$ cat config.mk
export PLATFORM = sky130hd
export DESIGN_NAME = rdb_register_bank
export DESIGN_NICKNAME = d
export VERILOG_FILES = /design/src/core/rdb_register_bank.v
export VERILOG_INCLUDE_DIRS = /design/src /design/src/core
export SDC_FILE = /design/constraint.sdc
export NUM_CORES = 1
export LEC_CHECK = 0
export BUFFER_PORTS_ARGS = -buffer_cell sky130_fd_sc_hd__buf_2
export CAP_MARGIN = 20
export CORE_MARGIN = 1
export CORE_UTILIZATION = 61
export CTS_CLUSTER_SIZE = 25
export DETAILED_ROUTE_END_ITERATION = 16
export HOLD_SLACK_MARGIN = 0.05
export PLACE_DENSITY = 0.94
export SETUP_SLACK_MARGIN = 0.15
export SLEW_MARGIN = 10
export SYNTH_ARGS = -nofsm -noshare
export SYNTH_HDL_FRONTEND = slang
export SYNTH_SLANG_ARGS = --single-unit
$ cat constraint.sdc
create_clock -name clock -period 5.2 [get_ports clock]
set_input_delay 1.04 -clock clock [delete_from_list [all_inputs] [get_ports clock]]
set_output_delay 1.04 -clock clock [all_outputs]
set_load 0.005 [all_outputs]
$ cat src/core/rdb_defines.vh
// constants of the relay driver serial register bank
`ifndef RDB_DEFINES_VH
`define RDB_DEFINES_VH
`define RDB_BIT_WR        15
`define RDB_BIT_WRN       14
`define RDB_PRI_HI        13
`define RDB_PRI_LO        10
`define RDB_SEC_HI        9
`define RDB_SEC_LO        8
`define RDB_PRI_OUT       4'h0
`define RDB_PRI_MAP       4'h1
`define RDB_PRI_DIAG      4'h2
`define RDB_PRI_HW        4'h3
`define RDB_PRI_PG0       4'h4
`define RDB_PRI_PG1       4'h5
`define RDB_SEC_0         2'h0
`define RDB_SEC_1         2'h1
`define RDB_SEC_2         2'h2
`define RDB_SEC_3         2'h3
`define RDB_RST_MAP0      8'h04
`define RDB_RST_MAP1      8'h08
`define RDB_RST_SEL       4'hF
`define RDB_SEL_LOOP      4'hA
`define RDB_SEL_CH_LO     4'h2
`define RDB_SEL_CH_HI     4'h7
`define RDB_HW_ACT        7
`define RDB_HW_RST        6
`define RDB_HW_PAR_MASK   8'h0F
`define RDB_OLON_MASK     8'hFC
`define RDB_FRAME_MIN     16
`define RDB_TER_BIT       7
`define RDB_RST_PG        10'h000
`define RDB_ERR_REPLY     16'h0400
`endif

$ cat src/core/rdb_register_bank.v
// serial register bank of the eight-channel relay driver
`timescale 1ns/1ps
`include "rdb_defines.vh"
module rdb_register_bank #(
  parameter CH = 8
) (
  // system
  input  wire          clock,
  input  wire          sys_rst,
  // serial link pins
  input  wire          link_sclk,
  input  wire          link_cs_n,
  input  wire          link_mosi,
  output reg           link_miso,
  output reg           link_miso_oe,
  // analog status from the power stage
  input  wire [CH-1:0] output_voltage_monitor,
  input  wire [CH-1:0] onstate_openload_flags,
  input  wire [1:0]    input_pin_level,
  // control toward the power stage
  output reg  [CH-1:0] output_switch_control,
  output reg  [CH-1:0] inrush_restart_select,
  output reg  [CH-1:0] input0_channel_map,
  output reg  [CH-1:0] input1_channel_map,
  output reg  [CH-1:0] offstate_diag_current_enable,
  output reg  [3:0]    onstate_openload_select,
  output reg           active_mode_request,
  output reg  [3:0]    parallel_pair_enable,
  output reg  [CH-1:0] fault_latch_clear,
  output reg           device_reset_pulse,
  output reg  [9:0]    pulse_gen0_config,
  output reg  [9:0]    pulse_gen1_config
);

  // synchronisers
  reg [2:0] sclk_sync_reg;
  reg [2:0] cs_sync_reg;
  reg [1:0] mosi_sync_reg;
  reg [CH-1:0] osm_s1_reg;
  reg [CH-1:0] osm_s2_reg;
  reg [CH-1:0] olon_s1_reg;
  reg [CH-1:0] olon_s2_reg;
  reg [1:0] pin_s1_reg;
  reg [1:0] pin_s2_reg;

  // frame state
  reg [15:0] shift_in_reg;
  reg [15:0] shift_out_reg;
  reg [15:0] reply_reg;
  reg [7:0]  bit_count_reg;
  reg        transfer_error_flag;

  // edges of the synchronised link clock and select
  wire cs_active = ~cs_sync_reg[1];
  wire sclk_rise = cs_active & sclk_sync_reg[1] & ~sclk_sync_reg[2];
  wire sclk_fall = cs_active & ~sclk_sync_reg[1] & sclk_sync_reg[2];
  wire cs_start  = ~cs_sync_reg[1] & cs_sync_reg[2];
  wire cs_end    = cs_sync_reg[1] & ~cs_sync_reg[2];

  // frame length legal when 16 + n*8 clocks
  function frame_ok;
    input [7:0] n;
    begin
      frame_ok = (n >= `RDB_FRAME_MIN) && (n[2:0] == 3'h0);
    end
  endfunction

  // last 16 bits shifted in form the command
  wire [15:0] cmd       = shift_in_reg;
  wire        cmd_valid = cmd[`RDB_BIT_WR] ^ cmd[`RDB_BIT_WRN];
  wire        cmd_write = cmd[`RDB_BIT_WR];
  wire [3:0]  pri       = cmd[`RDB_PRI_HI:`RDB_PRI_LO];
  wire [1:0]  sec       = cmd[`RDB_SEC_HI:`RDB_SEC_LO];
  wire [7:0]  wdata     = cmd[7:0];

  // read data of the addressed register
  reg [9:0] rd_data;
  reg       rd_wide;
  always @*
  begin
    rd_data = 10'h000;
    rd_wide = 1'b0;
    case (pri)
      `RDB_PRI_OUT:
      begin
        if (sec == `RDB_SEC_0)
          rd_data = {2'h0, output_switch_control};
        else if (sec == `RDB_SEC_1)
          rd_data = {2'h0, inrush_restart_select};
      end
      `RDB_PRI_MAP:
      begin
        if (sec == `RDB_SEC_0)
          rd_data = {2'h0, input0_channel_map};
        else if (sec == `RDB_SEC_1)
          rd_data = {2'h0, input1_channel_map};
        else if (sec == `RDB_SEC_2)
          rd_data = {2'h0, transfer_error_flag, 5'h00, pin_s2_reg};
      end
      `RDB_PRI_DIAG:
      begin
        if (sec == `RDB_SEC_0)
          rd_data = {2'h0, offstate_diag_current_enable};
        else if (sec == `RDB_SEC_1)
          rd_data = {2'h0, osm_s2_reg};
        else if (sec == `RDB_SEC_2)
          rd_data = {2'h0, olon_s2_reg & `RDB_OLON_MASK};
        else
          rd_data = {6'h00, onstate_openload_select};
      end
      `RDB_PRI_HW:
      begin
        // reset bit and reserved bits read zero
        if (sec == `RDB_SEC_0)
          rd_data = {2'h0, active_mode_request, 3'h0, parallel_pair_enable};
      end
      `RDB_PRI_PG0:
      begin
        rd_data = pulse_gen0_config;
        rd_wide = 1'b1;
      end
      `RDB_PRI_PG1:
      begin
        rd_data = pulse_gen1_config;
        rd_wide = 1'b1;
      end
      default:
        rd_data = 10'h000;
    endcase
  end

  // select field accepts channel, loop and off codes only
  wire sel_legal = ((wdata[3:0] >= `RDB_SEL_CH_LO) && (wdata[3:0] <= `RDB_SEL_CH_HI)) ||
                   (wdata[3:0] == `RDB_SEL_LOOP) || (wdata[3:0] == `RDB_RST_SEL);

  // input synchronisers
  always @(posedge clock)
  begin
    if (sys_rst)
    begin
      sclk_sync_reg <= 3'h0;
      cs_sync_reg   <= 3'h7;
      mosi_sync_reg <= 2'h0;
      osm_s1_reg    <= {CH{1'b0}};
      osm_s2_reg    <= {CH{1'b0}};
      olon_s1_reg   <= {CH{1'b0}};
      olon_s2_reg   <= {CH{1'b0}};
      pin_s1_reg    <= 2'h0;
      pin_s2_reg    <= 2'h0;
    end
    else
    begin
      sclk_sync_reg <= {sclk_sync_reg[1:0], link_sclk};
      cs_sync_reg   <= {cs_sync_reg[1:0], link_cs_n};
      mosi_sync_reg <= {mosi_sync_reg[0], link_mosi};
      osm_s1_reg    <= output_voltage_monitor;
      osm_s2_reg    <= osm_s1_reg;
      olon_s1_reg   <= onstate_openload_flags;
      olon_s2_reg   <= olon_s1_reg;
      pin_s1_reg    <= input_pin_level;
      pin_s2_reg    <= pin_s1_reg;
    end
  end

  // parallel-pair bits of the configuration byte
  wire [7:0] hw_par_bits = wdata & `RDB_HW_PAR_MASK;

  // match of both address fields of a command
  function addr_hit;
    input [3:0] p;
    input [1:0] s;
    input [3:0] want_p;
    input [1:0] want_s;
    begin
      addr_hit = (p == want_p) && (s == want_s);
    end
  endfunction

  // a write commits only at the end of a frame of legal length
  wire wr_commit = cs_end & frame_ok(bit_count_reg) & cmd_valid & cmd_write;

  // per-register write strobes; read-only and unmapped codes get none
  wire wr_out    = wr_commit & addr_hit(pri, sec, `RDB_PRI_OUT, `RDB_SEC_0);
  wire wr_inrush = wr_commit & addr_hit(pri, sec, `RDB_PRI_OUT, `RDB_SEC_1);
  wire wr_map0   = wr_commit & addr_hit(pri, sec, `RDB_PRI_MAP, `RDB_SEC_0);
  wire wr_map1   = wr_commit & addr_hit(pri, sec, `RDB_PRI_MAP, `RDB_SEC_1);
  wire wr_diag   = wr_commit & addr_hit(pri, sec, `RDB_PRI_DIAG, `RDB_SEC_0);
  wire wr_sel    = wr_commit & addr_hit(pri, sec, `RDB_PRI_DIAG, `RDB_SEC_3) & sel_legal;
  wire wr_hw     = wr_commit & addr_hit(pri, sec, `RDB_PRI_HW, `RDB_SEC_0);
  wire wr_clear  = wr_commit & addr_hit(pri, sec, `RDB_PRI_HW, `RDB_SEC_1);
  wire wr_pg0    = wr_commit & (pri == `RDB_PRI_PG0);
  wire wr_pg1    = wr_commit & (pri == `RDB_PRI_PG1);

  // frame engine: shift registers, reply and transfer error
  always @(posedge clock)
  begin
    if (sys_rst || device_reset_pulse)
    begin
      shift_in_reg        <= 16'h0000;
      shift_out_reg       <= 16'h0000;
      reply_reg           <= 16'h0000;
      bit_count_reg       <= 8'h00;
      transfer_error_flag <= 1'b1;
      link_miso           <= 1'b0;
      link_miso_oe        <= 1'b0;
    end
    else
    begin
      link_miso_oe <= cs_active;
      // first reply bit stands before the first link clock edge
      if (cs_start)
      begin
        bit_count_reg <= 8'h00;
        shift_out_reg <= reply_reg;
        link_miso     <= reply_reg[15];
      end
      // counter saturates so overlong frames still count as bad
      if (sclk_rise)
      begin
        shift_in_reg <= {shift_in_reg[14:0], mosi_sync_reg[1]};
        if (bit_count_reg != 8'hFF)
          bit_count_reg <= bit_count_reg + 8'h01;
      end
      if (sclk_fall)
      begin
        shift_out_reg <= {shift_out_reg[14:0], 1'b0};
        link_miso     <= shift_out_reg[14];
      end
      if (cs_end)
      begin
        if (!frame_ok(bit_count_reg))
        begin
          transfer_error_flag <= 1'b1;
          reply_reg           <= `RDB_ERR_REPLY;
        end
        else
        begin
          transfer_error_flag <= 1'b0;
          // answer in next frame carries 10, the primary address field, the secondary field for 8-bit registers only, and the register's read data
          if (rd_wide)
            reply_reg <= {2'b10, pri, rd_data};
          else
            reply_reg <= {2'b10, pri, sec, rd_data[7:0]};
        end
      end
    end
  end

  // output control and inrush behaviour
  always @(posedge clock)
  begin
    if (sys_rst || device_reset_pulse)
    begin
      output_switch_control <= {CH{1'b0}};
      inrush_restart_select <= {CH{1'b0}};
    end
    else
    begin
      if (wr_out)
        output_switch_control <= wdata;
      if (wr_inrush)
        inrush_restart_select <= wdata;
    end
  end

  // input pin channel maps
  always @(posedge clock)
  begin
    if (sys_rst || device_reset_pulse)
    begin
      input0_channel_map <= `RDB_RST_MAP0;
      input1_channel_map <= `RDB_RST_MAP1;
    end
    else
    begin
      if (wr_map0)
        input0_channel_map <= wdata;
      if (wr_map1)
        input1_channel_map <= wdata;
    end
  end

  // off-state diagnostic current and on-state open-load select
  always @(posedge clock)
  begin
    if (sys_rst || device_reset_pulse)
    begin
      offstate_diag_current_enable <= {CH{1'b0}};
      onstate_openload_select      <= `RDB_RST_SEL;
    end
    else
    begin
      if (wr_diag)
        offstate_diag_current_enable <= wdata;
      if (wr_sel)
        onstate_openload_select <= wdata[3:0];
    end
  end

  // hardware configuration and the self-clearing reset command
  always @(posedge clock)
  begin
    if (sys_rst || device_reset_pulse)
    begin
      active_mode_request  <= 1'b0;
      parallel_pair_enable <= 4'h0;
      device_reset_pulse   <= 1'b0;
    end
    else
    begin
      device_reset_pulse <= wr_hw & wdata[`RDB_HW_RST];
      if (wr_hw)
      begin
        active_mode_request  <= wdata[`RDB_HW_ACT];
        parallel_pair_enable <= hw_par_bits[3:0];
      end
    end
  end

  // latch clear is a one-cycle pulse per written bit
  always @(posedge clock)
  begin
    if (sys_rst || device_reset_pulse)
      fault_latch_clear <= {CH{1'b0}};
    else if (wr_clear)
      fault_latch_clear <= wdata;
    else
      fault_latch_clear <= {CH{1'b0}};
  end

  // pulse generator configuration words
  always @(posedge clock)
  begin
    if (sys_rst || device_reset_pulse)
    begin
      pulse_gen0_config <= `RDB_RST_PG;
      pulse_gen1_config <= `RDB_RST_PG;
    end
    else
    begin
      if (wr_pg0)
        pulse_gen0_config <= cmd[9:0];
      if (wr_pg1)
        pulse_gen1_config <= cmd[9:0];
    end
  end

endmodule // rdb_register_bank

==> flow_metrics.py <==
metrics = {
    "drt": {
        "wl_per_cell_um": 18.76,
        "vias_per_cell": 6.454,
        "drc": 0,
        "dr.pass1.iters": 8,
        "via_count": 6467,
        "antenna_left": 0,
        "drt-initial-drc-count": 865,
        "routed_wl_um": 18790,
    },
    "final_layout": {
        "diodes": 0,
        "layout-drive-gt1-share": 0.1932,
        "fin_util": 0.7096,
        "multi_input_area_um2": 3282,
        "fin_nets": 871,
        "area_growth_syn_to_layout_pct": 13.59,
        "final_cell_area_um2": 8103,
        "largest_reg_flops": 16,
        "fillCellCount": 823,
        "regArea_um2": 3503,
    },
    "logic_synthesis": {
        "synth_edf_count": 0,
        "ys_top_cells_by_count": "dfxtp_1 (175), a21oi_1 (69), o21ai_0 (66)",
        "synth-async-reset-ratio": 0,
        "synth_warnings": 0,
        "synth.most_common_cell": "dfxtp_1",
        "synth.avg_cell_area_um2": 9.041,
        "synth_area_um2": 7133,
        "yosys_register_bits": 175,
        "syn-num-nets": 814,
        "synth_top_area_cell": "dfxtp_1",
        "synth-seq-area-share": 0.4911,
        "netlist_top_cells_area": "dfxtp_1 (49%), a21oi_1 (4.8%), o21ai_0 (4.6%), nand3_1 (4.4%), mux2i_1 (4.1%)",
        "synthAdderAreaFrac": 0.003508,
        "synth_cell_types": 62,
        "synthCells": 789,
        "synth_compound_area_frac": 0.1872,
        "synthXorXnorAreaFrac": 0.003684,
        "netlist.area_leader.share": 0.4911,
        "synth_top_family_by_area": "simple AND/OR/NAND/NOR gates",
        "synth_flop_cell": "dfxtp_1",
        "muxShareOfSynthArea": 0.05332,
        "synth-simple-area-share": 0.2105,
    },
    "global_routing": {
        "use_met3": 0.09112,
        "use_met2": 0.4879,
        "grt_overflow": 0,
        "grtUsageMet1": 0.4053,
        "grt_first_pass_wirelength_um": 28830,
        "grt_max_degree": 51,
        "grt_usage": 0.3150,
        "grt_pass1_vias": 5623,
        "grt-busiest-layer": "met2",
        "antenna_found_initial": 0,
    },
    "critical_path": {
        "arrival_ps": 3090,
        "endpoint": "input0_channel_map[0]",
        "worst-setup-path-type": "primary input to flop",
        "cp_max_fo": 50,
        "reg2reg_depth": 5,
        "crit_cells": 4,
        "crit_required_ps": 5490,
        "critPathCaptureType": "flop",
        "cp_slowest_cell": "or2_2",
        "worstPathCellList": "buf_2 > or2_2 > buf_4 > a21oi_1",
        "reg2reg_slack_ps": 2750,
        "cpPeakStageDelay_ps": 870,
        "crit_buf_inv": 2,
        "reg2reg_from": "cmd[8]",
        "timing.rr.end": "fault_latch_clear[0]",
        "cp_top_family": "buffers and inverters",
        "worstSetupStartpointType": "primary input",
        "crit_start": "sys_rst",
    },
    "cts": {
        "cts_tree": "done",
        "cts_resized": 0,
        "hold_buffers": 0,
        "clock_sinks": 175,
        "ctsLongestPathBuffers": 2,
        "numCtsBuffers": 17,
        "clock_latency_ps": 430,
        "post_cts_buffers": 0,
        "h-tree-depth": 4,
        "cts_root_buffer": "clkbuf_16",
        "cts.clk_slew.worst_paths_ps": 70,
    },
    "power_and_ir_drop": {
        "p_per_area_nw_per_um2": 318.3,
        "leakage_nw": 3.034,
        "peakVddDrop_v": 0.0004520,
    },
    "floorplanning": {
        "fp.dieW_um": 110.1,
        "die_h_um": 110.1,
        "core-area_um2": 11420,
        "dieArea_um2": 12130,
        "start_util": 0.6247,
        "num_io_pins": 103,
        "rows": 39,
    },
    "sta": {
        "fin_crit_ps": 2808,
        "max_freq_ghz": 0.3561,
        "rsz0062_at_grt": "false",
        "finalSetupViolations": 0,
        "tightestPinTransition_ps": 1057,
        "slew_headroom": 0.2939,
        "period_share": 0.5401,
        "fin_skew_ps": 14.51,
        "tns_ps": 0,
        "slew_viol_final": 0,
        "fin_hold_ws_ps": 423.4,
        "hold_violations": 0,
    },
    "flow_run": {
        "cap_violations": 0,
    },
    "hold_path": {
        "min-delay-start": "cs_sync_reg[0]",
        "hp-class": "flop to flop",
    },
    "run_status": {
        "status": "complete, no violations",
    },
    "placement": {
        "placed_area_um2": 7551,
        "place_congestion": 0.9172,
        "io_buffer_count": 100,
        "detailed_place_hpwl_um": 12130,
    },
}
==> per-stage QoR <==
| step | power, mW | std cells | setup WS (ps) |
|---|---|---|---|
| final | 2.579 | 1002 | 2392 |
| after global routing | 2.653 | 1002 | 2228 |
| after CTS | 2.580 | 1000 | 2406 |
| after detailed placement | 1.441 | 968 | 1995 |
| after global placement | 1.439 | 968 | 2021 |
| after floorplan | 1.423 | 789 | 3126 |
==> layer usage <==
| metal | up-vias | wire (um) |
|---|---|---|
| met5 | - | 0 |
| li1 | 2950 | - |
| met3 | 63 | 2115 |
| met1 | 3018 | 7340 |
| met2 | 436 | 8627 |
| met4 | 0 | 709 |
==> worst min-delay path by stage <==
stage | end | slack [ps] | depth (start not counted)
detailed placement | cs_sync_reg[1] | 410 | 1
global route | cs_sync_reg[1] | 430 | 1
CTS | cs_sync_reg[1] | 420 | 1
finish | cs_sync_reg[1] | 420 | 1
floorplan | cs_sync_reg[1] | 390 | 1
global placement | cs_sync_reg[1] | 410 | 1
==> placed cells by master, fill, tap and decap left out, drive strengths merged, types with 3 or more instances in the layout <==
master,count
clkbuf,19
nand3,64
dfxtp,175
a31oi,9
mux2i,29
nor3,10
nand3b,4
a21oi,69
a222oi,17
nand4,8
a22oi,14
mux2,4
buf,111
a221oi,4
or2,5
nor2,40
o2bb2ai,5
and2,15
nand2b,3
nand2,61
nor4,8
o211ai,9
inv,10
o21ai,71
nor4b,3
o31ai,5
clkinv,8
nor2b,45
==> cell families (layout without fill, tap and decap cells) <==
kind of cell / after synthesis / count (layout)
simple gates: 280 / 280
compound gates: 216 / 216
flops: 175 / 175
buf+inv: 78 / 148
mux: 35 / 35
xor+xnor: 3 / 3
fa+ha+maj: 2 / 2
==> worst register-to-register path: stages, from the launching register on <==
cell and delay (ps):
dfxtp_1 500, buf_4 350, nor2b_1 510, nand4_1 230, nor3_1 590, and2_1 220
==> power by group <==
part	internal [mW]	switching (mW)	total [mW]
sequential	1.35	0.00496	1.36
combinational	0.0175	0.0336	0.0511
clock	0.621	0.547	1.17
total	1.99	0.585	2.58
==> final cells by class <==
class | instances | share of cell area
flip-flops and latches | 175 | 0.4324
well taps | 143 | 0.02208
multi-input cells | 536 | 0.4050
inverters | 5 | 0.002316
clock buffers | 19 | 0.05343
clock inverters | 13 | 0.01313
repair buffers | 111 | 0.07165
Note: power is estimated with default switching activity, not from simulation.
